**src/hw/oscrc_consts.vh**
```
// Constants of the oscillator status and reference clock output block
`ifndef OSCRC_CONSTS_VH
`define OSCRC_CONSTS_VH
// ----------------------------------------------------------------
// Register offsets
// ----------------------------------------------------------------
`define OSCRC_ADDR_OSC_CTRL     4'h0
`define OSCRC_ADDR_REFCLK_CTRL  4'h1
`define OSCRC_ADDR_IRQ_STATUS   4'h2
`define OSCRC_ADDR_IRQ_MASK     4'h3
// ----------------------------------------------------------------
// Oscillator control fields
// ----------------------------------------------------------------
`define OSCRC_OSC_SWITCH_BIT    0
`define OSCRC_SECONDARY_OSCILLATOR_EN_BIT       1
`define OSCRC_SECONDARY_OSCILLATOR_DRV_BIT      2
`define OSCRC_CLK_FAIL_BIT      3
`define OSCRC_PLL_LOCK_BIT      5
`define OSCRC_CLK_LOCK_BIT      7
`define OSCRC_NEXT_OSC_LSB      8
`define OSCRC_NEXT_OSC_MSB      10
// ----------------------------------------------------------------
// Reference clock control fields
// ----------------------------------------------------------------
`define OSCRC_REF_DIV_LSB       8
`define OSCRC_REF_DIV_MSB       11
`define OSCRC_REF_SRC_BIT       12
`define OSCRC_REF_SLP_BIT       13
`define OSCRC_REF_EN_BIT        15
`define OSCRC_REFCLK_RESET      16'h0000
// ----------------------------------------------------------------
// Interrupt status fields
// ----------------------------------------------------------------
`define OSCRC_IRQ_FAIL_BIT      0
`define OSCRC_IRQ_LOCK_BIT      1
`define OSCRC_IRQ_SWITCH_BIT    2
`define OSCRC_IRQ_RESET         3'h0
`endif

```
**src/hw/oscrc_top.v**
```verilog
// Oscillator control status bits and reference clock output
`timescale 1ns/10ps
`include "oscrc_consts.vh"

module oscrc_top (
    // Clock and reset
    input  wire        ref_clk,
    input  wire        reset_n,
    // Register port
    input  wire [3:0]  regAddr,
    input  wire [15:0] regWrData,
    input  wire        regWrStb,
    input  wire        regRdStb,
    output reg  [15:0] regRdData_ff,
    // Configuration words
    input  wire [2:0]  initialOscConfig,
    input  wire        clockMonitorConfigBit,
    input  wire        secondaryOscSourceConfig,
    // Oscillator analog side, asynchronous
    input  wire        primaryOscClk,
    input  wire        pllLockRaw,
    input  wire        pllTimerDone,
    input  wire        clockFailDetect,
    input  wire        switchDone,
    // Power state, same clock
    input  wire        sleepMode,
    input  wire        pllModeActive,
    // Oscillator controls
    output reg         secondaryOscOn_ff,
    output reg         secondaryOscHighPower_ff,
    output reg         oscSwitchStart_ff,
    output reg  [2:0]  nextOscSelect_ff,
    // Reference clock pin
    output reg         refclkOutputPin_ff,
    output reg         refclkOutputPinOe_ff,
    // Interrupt
    output reg         irq_ff
);
    // ----------------------------------------------------------------
    // Control and status state
    // ----------------------------------------------------------------
    reg        clockSelectLock_ff;
    reg        pllLockedFlag_ff;
    reg        clockFailFlag_ff;
    reg        secondaryOscHighDrive_ff;
    reg        secondaryOscEnable_ff;
    reg        oscSwitchRequest_ff;
    reg        cfgLoaded_ff;
    reg [15:0] refclkControl_ff;
    reg [2:0]  irqStatus_ff;
    reg [2:0]  irqMask_ff;
    reg        switchDoneDly_ff;
    reg        primLevelDly_ff;
    reg        sysTick_ff;
    reg        nxt_pllLocked;
    reg        nxt_switchReq;
    reg [15:0] nxt_rdData;
    reg [2:0]  nxt_irqStatus;

    wire [4:0] syncIn;
    wire       primLevel;
    wire       pllLockSync;
    wire       pllTimerSync;
    wire       clockFailSync;
    wire       switchDoneSync;
    wire       switchDonePulse;
    wire       primTick;
    wire       baseTick;
    wire       refRun;
    wire       refDivOut;
    wire       lockActive;
    wire       wrOsc;
    wire       wrRef;
    wire       wrStat;
    wire       wrMask;
    wire [15:0] oscControlView;

    // ----------------------------------------------------------------
    // Input synchronisation
    // ----------------------------------------------------------------
    oscrc_sync #(
        .WIDTH (5)
    ) u_sync (
        .ref_clk (ref_clk),
        .reset_n (reset_n),
        .asyncIn ({primaryOscClk, pllLockRaw, pllTimerDone, clockFailDetect, switchDone}),
        .syncOut (syncIn)
    );

    assign primLevel      = syncIn[4];
    assign pllLockSync    = syncIn[3];
    assign pllTimerSync   = syncIn[2];
    assign clockFailSync  = syncIn[1];
    assign switchDoneSync = syncIn[0];

    always @(posedge ref_clk) begin
        if (!reset_n) begin
            switchDoneDly_ff <= 1'b0;
            primLevelDly_ff  <= 1'b0;
            sysTick_ff       <= 1'b0;
        end else begin
            switchDoneDly_ff <= switchDoneSync;
            primLevelDly_ff  <= primLevel;
            sysTick_ff       <= 1'b1;
        end
    end

    assign switchDonePulse = switchDoneSync & ~switchDoneDly_ff;
    // Primary oscillator is sampled, so it must run below half of ref_clk
    assign primTick = primLevel ^ primLevelDly_ff;

    // ----------------------------------------------------------------
    // Address decode
    // ----------------------------------------------------------------
    function is_addr;
        input [3:0] addr;
        input [3:0] target;
        begin
            is_addr = (addr == target);
        end
    endfunction

    assign wrOsc  = regWrStb & is_addr(regAddr, `OSCRC_ADDR_OSC_CTRL);
    assign wrRef  = regWrStb & is_addr(regAddr, `OSCRC_ADDR_REFCLK_CTRL);
    assign wrStat = regWrStb & is_addr(regAddr, `OSCRC_ADDR_IRQ_STATUS);
    assign wrMask = regWrStb & is_addr(regAddr, `OSCRC_ADDR_IRQ_MASK);

    // ----------------------------------------------------------------
    // Oscillator control register
    // ----------------------------------------------------------------
    // Lock only counts while the failsafe monitor is configured on
    assign lockActive = clockMonitorConfigBit & clockSelectLock_ff;

    always @* begin
        nxt_switchReq = oscSwitchRequest_ff;
        if (switchDonePulse) begin
            nxt_switchReq = 1'b0;
        end else if (wrOsc && regWrData[`OSCRC_OSC_SWITCH_BIT] && !lockActive) begin
            nxt_switchReq = 1'b1;
        end
    end

    always @* begin
        nxt_pllLocked = pllLockSync | pllTimerSync;
        if (oscSwitchRequest_ff || !pllModeActive) begin
            nxt_pllLocked = 1'b0;
        end
    end

    always @(posedge ref_clk) begin
        if (!reset_n) begin
            clockSelectLock_ff       <= 1'b0;
            pllLockedFlag_ff         <= 1'b0;
            clockFailFlag_ff         <= 1'b0;
            secondaryOscHighDrive_ff <= 1'b0;
            secondaryOscEnable_ff    <= 1'b0;
            oscSwitchRequest_ff      <= 1'b0;
            nextOscSelect_ff         <= 3'h0;
            cfgLoaded_ff             <= 1'b0;
        end else begin
            oscSwitchRequest_ff <= nxt_switchReq;
            pllLockedFlag_ff    <= nxt_pllLocked;
            // Failure is sticky until reset: a clock loss must not vanish
            if (clockFailSync) begin
                clockFailFlag_ff <= 1'b1;
            end
            if (!cfgLoaded_ff) begin
                // Configuration strap caught at the first edge after release
                cfgLoaded_ff     <= 1'b1;
                nextOscSelect_ff <= initialOscConfig;
            end else if (wrOsc) begin
                clockSelectLock_ff       <= regWrData[`OSCRC_CLK_LOCK_BIT];
                secondaryOscHighDrive_ff <= regWrData[`OSCRC_SECONDARY_OSCILLATOR_DRV_BIT];
                secondaryOscEnable_ff    <= regWrData[`OSCRC_SECONDARY_OSCILLATOR_EN_BIT];
                if (!lockActive) begin
                    nextOscSelect_ff <= regWrData[`OSCRC_NEXT_OSC_MSB:`OSCRC_NEXT_OSC_LSB];
                end
            end
        end
    end

    // ----------------------------------------------------------------
    // Secondary oscillator and switch start controls
    // ----------------------------------------------------------------
    always @(posedge ref_clk) begin
        if (!reset_n) begin
            secondaryOscOn_ff        <= 1'b0;
            secondaryOscHighPower_ff <= 1'b0;
            oscSwitchStart_ff        <= 1'b0;
        end else begin
            secondaryOscOn_ff <= secondaryOscEnable_ff;
            // Digital clock input has no drive stage at all
            secondaryOscHighPower_ff <= secondaryOscSourceConfig & secondaryOscHighDrive_ff;
            oscSwitchStart_ff <= oscSwitchRequest_ff;
        end
    end

    // ----------------------------------------------------------------
    // Reference clock control and output
    // ----------------------------------------------------------------
    always @(posedge ref_clk) begin
        if (!reset_n) begin
            refclkControl_ff <= `OSCRC_REFCLK_RESET;
        end else if (wrRef) begin
            refclkControl_ff <= regWrData & 16'hbf00;
        end
    end

    // Primary source assumes software enabled the crystal
    assign baseTick = refclkControl_ff[`OSCRC_REF_SRC_BIT] ? primTick : sysTick_ff;
    assign refRun   = refclkControl_ff[`OSCRC_REF_EN_BIT] &
                      (~sleepMode | refclkControl_ff[`OSCRC_REF_SLP_BIT]);

    oscrc_refdiv u_refdiv (
        .ref_clk   (ref_clk),
        .reset_n   (reset_n),
        .runEn     (refRun),
        .baseTick  (baseTick),
        .divSel    (refclkControl_ff[`OSCRC_REF_DIV_MSB:`OSCRC_REF_DIV_LSB]),
        .refOut_ff (refDivOut)
    );

    always @(posedge ref_clk) begin
        if (!reset_n) begin
            refclkOutputPin_ff   <= 1'b0;
            refclkOutputPinOe_ff <= 1'b0;
        end else begin
            refclkOutputPin_ff   <= refDivOut;
            refclkOutputPinOe_ff <= refclkControl_ff[`OSCRC_REF_EN_BIT];
        end
    end

    // ----------------------------------------------------------------
    // Interrupts
    // ----------------------------------------------------------------
    always @* begin
        nxt_irqStatus = irqStatus_ff;
        if (wrStat) begin
            nxt_irqStatus = nxt_irqStatus & ~regWrData[2:0];
        end
        // Set wins over a clear in the same cycle
        nxt_irqStatus[`OSCRC_IRQ_FAIL_BIT]   = nxt_irqStatus[`OSCRC_IRQ_FAIL_BIT] |
                                               (clockFailSync & ~clockFailFlag_ff);
        nxt_irqStatus[`OSCRC_IRQ_LOCK_BIT]   = nxt_irqStatus[`OSCRC_IRQ_LOCK_BIT] |
                                               (nxt_pllLocked & ~pllLockedFlag_ff);
        nxt_irqStatus[`OSCRC_IRQ_SWITCH_BIT] = nxt_irqStatus[`OSCRC_IRQ_SWITCH_BIT] |
                                               (oscSwitchRequest_ff & switchDonePulse);
    end

    always @(posedge ref_clk) begin
        if (!reset_n) begin
            irqStatus_ff <= `OSCRC_IRQ_RESET;
            irqMask_ff   <= `OSCRC_IRQ_RESET;
            irq_ff       <= 1'b0;
        end else begin
            irqStatus_ff <= nxt_irqStatus;
            if (wrMask) begin
                irqMask_ff <= regWrData[2:0];
            end
            irq_ff <= |(irqStatus_ff & irqMask_ff);
        end
    end

    // ----------------------------------------------------------------
    // Read data
    // ----------------------------------------------------------------
    assign oscControlView = {5'h00, nextOscSelect_ff, clockSelectLock_ff, 1'b0, pllLockedFlag_ff, 1'b0,
                             clockFailFlag_ff, secondaryOscHighDrive_ff, secondaryOscEnable_ff,
                             oscSwitchRequest_ff};

    always @* begin
        nxt_rdData = 16'h0000;
        if (!regRdStb) begin
            nxt_rdData = 16'h0000;
        end else if (is_addr(regAddr, `OSCRC_ADDR_OSC_CTRL)) begin
            nxt_rdData = oscControlView;
        end else if (is_addr(regAddr, `OSCRC_ADDR_REFCLK_CTRL)) begin
            nxt_rdData = refclkControl_ff;
        end else if (is_addr(regAddr, `OSCRC_ADDR_IRQ_STATUS)) begin
            nxt_rdData = {13'h0000, irqStatus_ff};
        end else if (is_addr(regAddr, `OSCRC_ADDR_IRQ_MASK)) begin
            nxt_rdData = {13'h0000, irqMask_ff};
        end
    end

    always @(posedge ref_clk) begin
        if (!reset_n) begin
            regRdData_ff <= 16'h0000;
        end else begin
            regRdData_ff <= nxt_rdData;
        end
    end
endmodule // oscrc_top

```
**src/hw/oscrc_sync.v**
```verilog
// Two-flop synchroniser for a bus of asynchronous levels
`timescale 1ns/10ps
module oscrc_sync #(
    parameter WIDTH = 1
) (
    // Clock and reset
    input  wire             ref_clk,
    input  wire             reset_n,
    // Data
    input  wire [WIDTH-1:0] asyncIn,
    output wire [WIDTH-1:0] syncOut
);
    reg [WIDTH-1:0] stage1_ff;
    reg [WIDTH-1:0] stage2_ff;

    always @(posedge ref_clk) begin
        if (!reset_n) begin
            stage1_ff <= {WIDTH{1'b0}};
            stage2_ff <= {WIDTH{1'b0}};
        end else begin
            stage1_ff <= asyncIn;
            stage2_ff <= stage1_ff;
        end
    end

    assign syncOut = stage2_ff;
endmodule // oscrc_sync

```
**src/hw/oscrc_refdiv.v**
```verilog
// Power-of-two divider for the reference clock output
`timescale 1ns/10ps
module oscrc_refdiv (
    // Clock and reset
    input  wire       ref_clk,
    input  wire       reset_n,
    // Control
    input  wire       runEn,
    input  wire       baseTick,
    input  wire [3:0] divSel,
    // Output
    output reg        refOut_ff
);
    reg [14:0] count_ff;
    reg        baseLevel_ff;
    reg        nxt_refOut;
    wire [15:0] stages;

    // Stage 0 is the base clock, stage k is base divided by 2^k
    assign stages = {count_ff, baseLevel_ff};

    always @(posedge ref_clk) begin
        if (!reset_n || !runEn) begin
            count_ff     <= 15'h0000;
            baseLevel_ff <= 1'b0;
        end else if (baseTick) begin
            baseLevel_ff <= ~baseLevel_ff;
            if (baseLevel_ff) begin
                count_ff <= count_ff + 15'h0001;
            end
        end
    end

    always @* begin
        nxt_refOut = runEn & stages[divSel];
    end

    always @(posedge ref_clk) begin
        if (!reset_n) begin
            refOut_ff <= 1'b0;
        end else begin
            refOut_ff <= nxt_refOut;
        end
    end
endmodule // oscrc_refdiv

```
**config.mk**
```make
export PLATFORM = sky130hd
export DESIGN_NAME = oscrc_top
export DESIGN_NICKNAME = d
export VERILOG_FILES = /design/src/hw/oscrc_top.v /design/src/hw/oscrc_sync.v /design/src/hw/oscrc_refdiv.v
export VERILOG_INCLUDE_DIRS = /design/src /design/src/hw
export SDC_FILE = /design/constraint.sdc
export NUM_CORES = 1
export LEC_CHECK = 0
export CORE_UTILIZATION = 39
export DETAILED_ROUTE_END_ITERATION = 12
export DONT_BUFFER_PORTS = 1
export GPL_ROUTABILITY_DRIVEN = 0
export PLACE_DENSITY = 0.64
export SETUP_SLACK_MARGIN = 0.2
export SYNTH_ARGS = -nofsm -noshare
export SYNTH_HDL_FRONTEND = slang
export SYNTH_SLANG_ARGS = --single-unit
export TNS_END_PERCENT = 5
```
**constraint.sdc**
```tcl
create_clock -name ref_clk -period 2 [get_ports ref_clk]
set_input_delay 0.6 -clock ref_clk [delete_from_list [all_inputs] [get_ports ref_clk]]
set_output_delay 0.6 -clock ref_clk [all_outputs]
set_load 0.02 [all_outputs]
```
==> implementation parameters, run 1 <==
Parameter                              Value

Drt
  Detailed-router iteration count before antenna repair ... 4
  Number of remaining DRC errors ... 0
  Aggregate routed wire length ... 5843 um
  Post-DRT Antenna Nets ... 0
  Drt initial violations ... 107
  Via density per instance ... between 5 and 6
  Number of vias after detailed routing ... 2005
  Average wire per cell in the routed design ... approximately 15 um

Global route
  Overflow left after global routing ... 0
  Global-route usage over all layers ... 0.1632
  Vias in the first global route ... 1779
  Initial antenna violation count ... 0
  First-pass GRT wire length ... just over 9000 um
  Largest net degree at the start of global routing ... between 40 and 50

Critical path
  Worst EP arrival ... 1.91 ns
  Crit. End Element ... register
  Crit Path Class ... register to register
  Sort of element at the start of the critical path ... register
  Data required time at the worst endpoint ... 2.28 ns
  Terminus of the critical flop-to-flop path ... u_refdiv.count_ff[5]
  Largest fanout on the critical path ... 10
  Launching point of the worst reg2reg path ... cfgLoaded_ff
  Depth of the most critical reg-to-reg path ... 4
  Register-to-Register Setup Slack ... 0.37 ns

Power and ir drop
  Power per Cell Area ... 858.1 nW/um^2
  Relative contribution of sequential cells to total power ... 0.541
  Combinational fraction of design power ... 0.024
  Clock power frac ... 0.435
  Leakage Power ... about 1.1 nW
  Switching share of total power ... 0.2279
  Total net switching power ... slightly above 0.0006 W
  Largest voltage drop on the vdd net ... 0.3368 mV
  Int Power ... ~0.0021 W

Synth
  Cell taking the most area after synthesis ... dfxtp_1
  Synth Cell Area ... between 2000 and 3000 sq um
  Synth cell types ... 49
  Proportion of synthesized chip area in sequential cells ... 0.4935
  Count of mapped cells out of synthesis ... 289
  Synth Area per Inst ... between 9 and 10 sq um
  Synthesis-stage register bit count ... 71
  Top area cells in the synthesized netlist ... dfxtp_1 (49%), mux2i_1 (7.3%), and2_1 (3.9%)
  Leading register cell type out of synthesis ... dfxtp_1
  Async set-reset flop share out of synthesis ... 0
  Top-area cell type share of the netlist area ... 0.4935
  Yosys warning total ... 0
  Count of flip-flops with a built-in enable after synthesis ... 0

Die
  Area enclosed by the die boundary ... 7733 sq um
  Width of the chip ... 87.94 um
  Core area ... between 6000 and 7000 sq um
  Chip height ... about 88 um
  Row Count ... 30
  Initial Util ... 0.4148
  Top Ports ... 61

Timing
  Transition time at the pin with the least slew margin ... 0.5013 ns
  Slew Limit Headroom ... 0.6623
  Final-layout setup total negative slack ... 0 ns
  Ratio of final minimum period to clock period ... 0.8174
  Unrepaired setup endpoints after global routing ... no
  Hold WS ... 0.2744 ns
  Fmax ... 611.7 MHz
  Number of endpoints with negative hold slack in the final report ... 0
  Post-layout min period ... 1.635 ns
  Layout Skew ... about 0.0073 ns
  Final-report setup violation count ... 0
  Pins Over Slew Limit ... 0

Min path
  Hold Crit Class ... input pin to register
  Worst hold stages ... 0
  End point of the worst hold path ... cfgLoaded_ff
  Hold path startpoint ... reset_n

Clock network
  Maximum count of clock buffers along a single path ... 2
  TritonCTS clock tree ... yes
  Quantity of gates resized following cts ... 0
  TritonCTS buffer count ... 9
  Clk slew on worst S/H paths ... 0.08 ns
  Count of clock tree sinks ... 71
  Total setup buffers inserted after CTS ... 0
  Clock network latency to the later pin of the worst-skew pair ... 0.35 ns
  Level count of the clock H-tree ... 3
  CTS Hold Buffers Added ... 0
  Clk Tree Root Cell ... clkbuf_8

Final layout
  Core utilization of the finished layout ... 0.4537
  Fraction of final layout cells sized beyond drive strength 1 ... 0.1027
  Most frequent standard cell in the layout excluding fill and tap cells ... dfxtp_1
  Commonest cells after routing, fill and taps aside ... dfxtp_1 (71), mux2i_1 (21), and2_1 (18)
  Number of inserted diodes ... 0
  Final nets ... 324
  Growth of design area from synthesis to finish ... 9.383%

Placed design
  Count of port buffers added during placement ... 0
  Post-detail-place hpwl ... slightly above 4000 um

Status
  Run status ... finished, final reports clean

Run
  Number of max-cap violations ... 0
==> worst max-delay path by stage <==
stage / endpoint / slack, ns / startpoint / cells past startpoint
finish: u_refdiv.count_ff[5] / 0.37 / cfgLoaded_ff / 4
global route: u_refdiv.count_ff[14] / 0.24 / u_refdiv.count_ff[0] / 5
CTS: u_refdiv.count_ff[14] / 0.33 / u_refdiv.count_ff[0] / 5
detailed placement: irqStatus_ff[1] / 0.11 / regAddr[3] / 4
global placement: irqStatus_ff[1] / 0.14 / regAddr[3] / 4
floorplan: irqStatus_ff[1] / 0.22 / regAddr[3] / 4
==> sequential cells by signal, summed over array words and instances (netlist names), 3 cells and up <==
register / flops
irqMask_ff: 3
irqStatus_ff: 3
nextOscSelect_ff: 3
refclkControl_ff: 7
regRdData_ff: 13
u_refdiv.count_ff: 15
u_sync.stage1_ff: 5
u_sync.syncOut: 5
==> area by class of cell <==
class	instances	area, sq um
multi-input combinational	194	1350
inverter	8	30.03
fill	668	3794
timing repair buffer	3	22.52
clock buffer	10	137.6
tap	96	120.1
clock inverter	6	68.82
sequential	71	1421
==> per-stage QoR <==
stage	std cells	setup WS, ns	instance area (sq um)	total power [W]
finish	388	0.3652	3151	0.002703
global route	388	0.2421	3151	0.002803
CTS	388	0.3321	3146	0.002727
detailed placement	372	0.1124	2939	0.001562
global placement	372	0.1373	2939	0.001560
floorplan	291	0.2180	2888	0.001564
==> kinds of logic (layout without fill, tap and decap cells) <==
kind of cell,after synthesis,count (layout),share of synthesized area
xor gates and xnor gates,9,9,0.02998
and+or+nand+nor,103,103,0.2046
other,1,3,0.001302
AOI/OAI and AO/OA,53,53,0.1277
buffers and inverters,26,27,0.04214
DFF,71,71,0.4935
adders and majority gates,1,1,0.004343
muxes,25,25,0.09644
==> Yosys cell counts, types with 4 or more instances <==
master / number
nor2b_1: 16
clkbuf_1: 11
nand2_1: 14
nor3b_1: 4
nand3_1: 7
nand4b_1: 4
and2_1: 18
dfxtp_1: 71
a21oi_1: 13
xnor2_1: 6
mux2i_1: 21
inv_1: 8
nor2_1: 16
buf_4: 6
o21ai_0: 11
and3_1: 8
==> worst max-delay path, cell delays in order, from the launching register on <==
cell,delay [ns]
dfxtp_1,0.53
nor2_1,0.17
a211o_1,0.38
or3_1,0.33
a21oi_1,0.14
==> power groups by stage <==
| stage | clock, W | sequential [W] | combinational (W) |
|---|---|---|---|
| 5_1_grt | 0.00126 | 0.00146 | 0.0000737 |
| 3_5_place_dp | 0 | 0.00150 | 0.0000663 |
| 6_report | 0.00118 | 0.00146 | 0.0000662 |
| 4_1_cts | 0.00120 | 0.00146 | 0.0000667 |
| 2_1_floorplan | 0 | 0.00149 | 0.0000782 |
| 3_3_place_gp | 0 | 0.00149 | 0.0000650 |
==> layer usage <==
metal / vias to the layer above / share of wire / track usage
li1: 1009 / - / -
met1: 925 / 0.49 / 0.2246
met2: 61 / 0.40 / 0.2149
met3: 10 / 0.084 / 0.07352
met4: 0 / 0.020 / 0.07601
met5: - / 0 / 0
Power figures use the tool's default switching activity.
==> run 2: changes to the inputs <==
==> constraint.sdc (replaced) <==
create_clock -name ref_clk -period 1.6 [get_ports ref_clk]
set_input_delay 0.48 -clock ref_clk [delete_from_list [all_inputs] [get_ports ref_clk]]
set_output_delay 0.48 -clock ref_clk [all_outputs]
set_load 0.02 [all_outputs]
==> implementation parameters, run 2 (synthesis gave the netlist of run 1 again) <==
Parameter                              Value

Status
  Run status ... finished, final reports clean

Final layout
  Final nets ... 333
  Core utilization of the finished layout ... 0.4701
  Largest registers ... u_refdiv.count_ff: 15 flops, regRdData_ff: 13 flops, refclkControl_ff: 7 flops
  Most frequent standard cell in the layout excluding fill and tap cells ... dfxtp_1
  Max FFs per register ... 15
  Fraction of final layout cells sized beyond drive strength 1 ... 0.1561
  Number of inserted diodes ... 0
  Filler-free cell count of the finished design ... 397
  Biggest register ... u_refdiv.count_ff
  Commonest cells after routing, fill and taps aside ... dfxtp_1 (66), mux2i_1 (21), and2_1 (18)
  Growth of design area from synthesis to finish ... 13.34%

Critical path
  Data required time at the worst endpoint ... 1.87 ns
  Dominant delay contributor by cell family on the critical path ... compound AO/OA/AOI/OAI gates
  Critical-path cell list ... buf_4 -> mux2_2 -> o22ai_1 -> a311o_1 -> a21oi_2
  Sort of element at the start of the critical path ... register
  Critical path buffers and inverters ... 1
  Crit Path Class ... register to register
  Max incr delay on CP ... 0.37 ns
  Largest fanout on the critical path ... 6
  Crit. End Element ... register
  Critical Path Slowest Stage Cell ... dfxtp_2
  Worst EP arrival ... 1.70 ns

Timing
  Layout Skew ... 0.008498 ns
  Final-report setup violation count ... 0
  Unrepaired setup endpoints after global routing ... yes
  Number of endpoints with negative hold slack in the final report ... 0
  Final-layout setup total negative slack ... 0 ns
  Fmax ... 697.5 MHz
  Post-layout min period ... between 1 and 1.5 ns
  Pins Over Slew Limit ... 0
  Ratio of final minimum period to clock period ... 0.8961

Clock network
  Clk Tree Root Cell ... clkbuf_8
  TritonCTS buffer count ... 9
  Clk slew on worst S/H paths ... 0.08 ns
  Clock network latency to the later pin of the worst-skew pair ... 0.34 ns
  Maximum count of clock buffers along a single path ... 2
  Count of clock tree sinks ... 71
  TritonCTS clock tree ... yes
  Level count of the clock H-tree ... 3
  CTS Hold Buffers Added ... 0

Drt
  Post-DRT Antenna Nets ... 0
  Number of remaining DRC errors ... 0
  Detailed-router iteration count before antenna repair ... 4
  Via density per instance ... between 5 and 6
  Number of vias after detailed routing ... 2075
  Aggregate routed wire length ... 6025 um
  Drt initial violations ... ~130
  Average wire per cell in the routed design ... approximately 15 um

Run
  Number of max-cap violations ... 0

Placed design
  Placed cell count ... 379
  Count of port buffers added during placement ... 0
  Post-detail-place hpwl ... 4289 um

Die
  Row Count ... 30
  Chip height ... 87.94 um
  Width of the chip ... 87.94 um
  Top Ports ... 61
  Area enclosed by the die boundary ... just under 8000 sq um
  Core area ... 6944 sq um
  Initial Util ... 0.4148

Power and ir drop
  Largest voltage drop on the vdd net ... 0.4394 mV
  Leakage Power ... 1.118 nW
  Power per Cell Area ... 1075 nW/um^2

Global route
  Initial antenna violation count ... 0
  First-pass GRT wire length ... 9687 um
  Overflow left after global routing ... 0
  Vias in the first global route ... 1952
  Global-route usage over all layers ... 0.1685
  Largest net degree at the start of global routing ... 45

Min path
  Hold Crit Class ... input pin to register
## run 2: power by group
group | internal (W) | switching, W
Sequential | 0.00180 | 0.0000290
Combinational | 0.0000470 | 0.0000449
Clock | 0.000889 | 0.000703
Total | 0.00273 | 0.000777
## run 2: layer usage
| metal | routed length, um | track usage | vias to the layer above |
|---|---|---|---|
| met5 | 0 | 0 | - |
| met4 | 119 | 0.09389 | 0 |
| met3 | 412 | 0.05655 | 9 |
| met2 | 2662 | 0.2488 | 57 |
| met1 | 2831 | 0.2157 | 979 |
| li1 | - | - | 1030 |
## run 2: worst register-to-register path, delay by kind of cell, from the launching register on
family	cells	cell delay, ns
buffers and inverters	1	0.16
AOI/OAI and AO/OA	3	0.60
muxes	1	0.22
DFF	1	0.37
## run 2: per-stage QoR
| stage | setup slack, ns | hold slack, ns | instance area [sq um] | power, W |
|---|---|---|---|---|
| 6_report | 0.1663 | 0.1679 | 3264 | 0.003509 |
| 5_1_grt | 0.02923 | 0.1397 | 3264 | 0.003648 |
| 4_1_cts | 0.1076 | 0.1426 | 3231 | 0.003550 |
| 3_5_place_dp | 0.01852 | 0.4203 | 3007 | 0.001957 |
| 3_3_place_gp | 0.02649 | 0.4169 | 3007 | 0.001955 |
| 2_1_floorplan | 0.1518 | 0.4119 | 2905 | 0.001958 |
## run 2: path summary, 6_finish.rpt
check	startpoint	endpoint	slack, ns	depth (start not counted)
worst min register to register	u_sync.stage1_ff[3]	u_sync.syncOut[3]	0.44	1
worst min-delay path	reset_n	cfgLoaded_ff	0.17	0
worst max register to register	refclkControl_ff[8]	u_refdiv.refOut_ff	0.17	5
worst max-delay path	refclkControl_ff[8]	u_refdiv.refOut_ff	0.17	5
## run 2: layout make-up
cell class	instances	area, sq um
inverter	8	30.03
clock buffer	10	127.6
tap	96	120.1
sequential	71	1428
timing repair buffer	12	90.09
multi-input combinational	194	1376
clock inverter	6	92.59
fill	669	3680
## run 2: timing repair
action                     in CTS  in global routing
gates resized for setup         4                  6
hold endpoints to repair        0                  0
buffers inserted                0                  2
setup endpoints to repair      10                 14
pin swaps                       3                  2
==> run 3: changes to the inputs <==
--- a/config.mk
+++ b/config.mk
@@ -10,9 +10,11 @@
 export DETAILED_ROUTE_END_ITERATION = 12
 export DONT_BUFFER_PORTS = 1
 export GPL_ROUTABILITY_DRIVEN = 0
+export GPL_TIMING_DRIVEN = 0
 export PLACE_DENSITY = 0.64
 export SETUP_SLACK_MARGIN = 0.2
 export SYNTH_ARGS = -nofsm -noshare
 export SYNTH_HDL_FRONTEND = slang
+export SYNTH_HIERARCHICAL = 1
 export SYNTH_SLANG_ARGS = --single-unit
 export TNS_END_PERCENT = 5
==> implementation parameters, run 3 <==
Parameter                              Value

Status
  Run status ... finished with violations
  Failing checks ... negative setup slack

Placed design
  Post-place instance area ... slightly above 3000 sq um
  Count of port buffers added during placement ... 0
  Post-detail-place hpwl ... 4329 um
  Post-place setup slack ... -0.3174 ns

Run
  Number of max-cap violations ... 0

Power and ir drop
  Switching share of total power ... 0.2298
  Total net switching power ... 0.0008206 W
  Clock power frac ... 0.444
  Combinational fraction of design power ... 0.045
  Total power ... 0.003570 W
  Relative contribution of sequential cells to total power ... 0.511
  Leakage Power ... ~1.2 nW
  Int Power ... about 0.0027 W
  Power per Cell Area ... 1066 nW/um^2
  Largest voltage drop on the vdd net ... between 0.5 and 0.6 mV

Critical path
  Sort of element at the start of the critical path ... register
  Crit Path Class ... register to register
  Register-to-Register Setup Slack ... -0.17 ns
  Worst EP arrival ... 2.05 ns
  Largest fanout on the critical path ... 7
  Depth of the most critical reg-to-reg path ... 7
  Launching point of the worst reg2reg path ... u_sync/syncOut[4]
  Data required time at the worst endpoint ... 1.88 ns
  Crit. End Element ... register
  Terminus of the critical flop-to-flop path ... u_refdiv/count_ff[13]

Drt
  Post-DRT Antenna Nets ... 0
  Average wire per cell in the routed design ... 15.04 um
  Detailed-router iteration count before antenna repair ... 5
  Number of remaining DRC errors ... 0
  Aggregate routed wire length ... ~6200 um
  Via density per instance ... 5.121
  Drt initial violations ... a little under 90
  Number of vias after detailed routing ... about 2100

Final layout
  Commonest cells after routing, fill and taps aside ... dfxtp_1 (65), and2_1 (24), nand3_1 (21)
  Area of combinational cells with multiple inputs ... around 1400 sq um
  Biggest register ... u_refdiv/count_ff
  Max FFs per register ... 15
  Register cell area after layout ... 1431 sq um
  Number of inserted diodes ... 0
  Largest registers ... u_refdiv/count_ff: 15 flops, regRdData_ff: 13 flops, refclkControl_ff: 7 flops
  Growth of design area from synthesis to finish ... 16.05%
  Number of fill cells ... 694
  Final nets ... 350
  Fraction of final layout cells sized beyond drive strength 1 ... 0.1667
  Most frequent standard cell in the layout excluding fill and tap cells ... dfxtp_1
  Final Instance Area ... around 3300 sq um

Timing
  Worst Setup Slack, final ... -0.1677 ns
  Layout Skew ... around 0.0065 ns
  Post-layout min period ... 1.768 ns
  Slew Limit Headroom ... 0.6423
  Pins Over Slew Limit ... 0
  Fmax ... 565.7 MHz
  Number of endpoints with negative hold slack in the final report ... 0
  Transition time at the pin with the least slew margin ... approximately 0.54 ns
  Ratio of final minimum period to clock period ... 1.105
  Final-report setup violation count ... 5
  Unrepaired setup endpoints after global routing ... yes

Clock network
  TritonCTS buffer count ... 9
  Clk slew on worst S/H paths ... 0.08 ns
  Maximum count of clock buffers along a single path ... 2
  Count of clock tree sinks ... between 70 and 80
  TritonCTS clock tree ... yes
  Level count of the clock H-tree ... 3
  Clk Tree Root Cell ... clkbuf_8
  Clock network latency to the later pin of the worst-skew pair ... 0.34 ns

Synth
  Count of mapped cells out of synthesis ... just under 300
  Top area cells in the synthesized netlist ... dfxtp_1 (49%), and2_1 (5.2%), mux2i_1 (4.5%)
  Async set-reset flop share out of synthesis ... 0
  Synth Area per Inst ... ~9.7 sq um
  Count of flip-flops with a built-in enable after synthesis ... 0
  Cell taking the most area after synthesis ... dfxtp_1
  Yosys warning total ... 6
  Synth cell types ... 51
  Synth Cell Area ... 2885 sq um
  Top-area cell type share of the netlist area ... 0.4926
  Most frequent cells after synthesis ... dfxtp_1 (71), and2_1 (24), nand3_1 (21), nor2_1 (20), nand2_1 (16)
  Leading register cell type out of synthesis ... dfxtp_1
  Dominant cell by count in the synthesized netlist ... dfxtp_1
  Synthesis-stage register bit count ... 71
  Proportion of synthesized chip area in sequential cells ... 0.4926

Global route
  Vias in the first global route ... 1969
  Global-route usage over all layers ... 0.1751
  Largest net degree at the start of global routing ... 21
  Overflow left after global routing ... 0
  Initial antenna violation count ... 0
  First-pass GRT wire length ... 9901 um

Die
  Row Count ... 30
  Initial Util ... 0.4133
  Area enclosed by the die boundary ... about 7700 sq um
  Top Ports ... 61
  Width of the chip ... 88.01 um
  Core area ... 6982 sq um
  Chip height ... roughly 90 um

Min path
  Hold path startpoint ... reset_n
  Hold Crit Class ... input pin to register
  End point of the worst hold path ... cfgLoaded_ff
  Worst hold stages ... 0
## run 3: cell count changes after synthesis, sizes merged, moves of 5 or more
| cell | change |
|---|---|
| and2 | +6 |
| a21oi | -6 |
| and3 | -6 |
| nand3 | +15 |
| mux2i | -8 |
| a21boi | +13 |
| nor2b | -11 |
| o21ai | +6 |
| inv | -5 |
## run 3: power by group through the flow
| stage | registers, W | logic (W) | clock network [W] |
|---|---|---|---|
| floorplan | 0.00186 | 0.000127 | 0 |
| global placement | 0.00187 | 0.000149 | 0 |
| detailed placement | 0.00187 | 0.000151 | 0 |
| CTS | 0.00182 | 0.000161 | 0.00162 |
| global route | 0.00183 | 0.000177 | 0.00170 |
| finish | 0.00182 | 0.000162 | 0.00158 |
## run 3: routing by layer
metal  part of all wire  GRT usage  wire length [um]
met5                  0          0                 0
met4              0.027     0.1041               170
met3              0.070    0.06692               434
met2               0.42     0.2410              2594
met1               0.49     0.2314              3029
## run 3: cells by family (layout without fill, tap and decap cells)
group | count (synthesis) | after routing | synth area share
compound gates | 58 | 58 | 0.1344
xor+xnor | 11 | 11 | 0.03339
fa+ha+maj | 1 | 1 | 0.004336
buf+inv | 21 | 41 | 0.04207
flops | 71 | 71 | 0.4926
mux | 15 | 15 | 0.06201
other cells | 1 | 3 | 0.001300
simple gates | 118 | 118 | 0.2298
## run 3: worst max-delay path by stage
stage,depth (start not counted),endpoint,start,slack [ns]
final,7,u_refdiv/count_ff[13],u_sync/syncOut[4],-0.17
after CTS,7,u_refdiv/count_ff[13],u_sync/syncOut[4],-0.20
after global routing,7,u_refdiv/count_ff[13],u_sync/syncOut[4],-0.26
after global placement,7,u_refdiv/count_ff[13],refclkControl_ff[12],-0.27
after detailed placement,7,u_refdiv/count_ff[13],refclkControl_ff[12],-0.32
after floorplan,7,u_refdiv/count_ff[13],u_sync/syncOut[4],-0.15
## run 3: what timing repair did
item	4_1_cts	5_1_grt
buffers inserted	4	0
hold buffers	0	0
resized for setup	16	5
endpoints found under the setup margin	13	16
gates cloned	0	0
pin swaps	6	6
## run 3: worst max-delay path: stages (launching register included)
cell and delay, ns:
dfxtp_2 0.34, xnor2_2 0.14, a21oi_4 0.17, nand3_2 0.10
or2_1 0.23, buf_6 0.13, or4_4 0.48, a21oi_2 0.12
## run 3: cell type report
type / count / share of cell area
Clock inverter: 7 / 0.02915
Multi-Input combinational cell: 206 / 0.4174
Tap cell: 96 / 0.03587
Buffer: 18 / 0.04073
Clock buffer: 9 / 0.03700
Sequential cell: 71 / 0.4275
Timing Repair Buffer: 4 / 0.008969
Inverter: 3 / 0.003363
## run 3: per-stage QoR
stage / util / setup TNS (ns) / hold slack (ns) / instances
after detailed placement: 0.4335 / -1.637 / 0.4169 / 394
after global routing: 0.4796 / -0.8501 / 0.1353 / 414
final: 0.4796 / -0.3864 / 0.1614 / 414
after floorplan: - / -0.3493 / 0.4118 / 298
after CTS: 0.4780 / -0.4920 / 0.1390 / 414
after global placement: 0.4335 / -1.401 / 0.4148 / 394
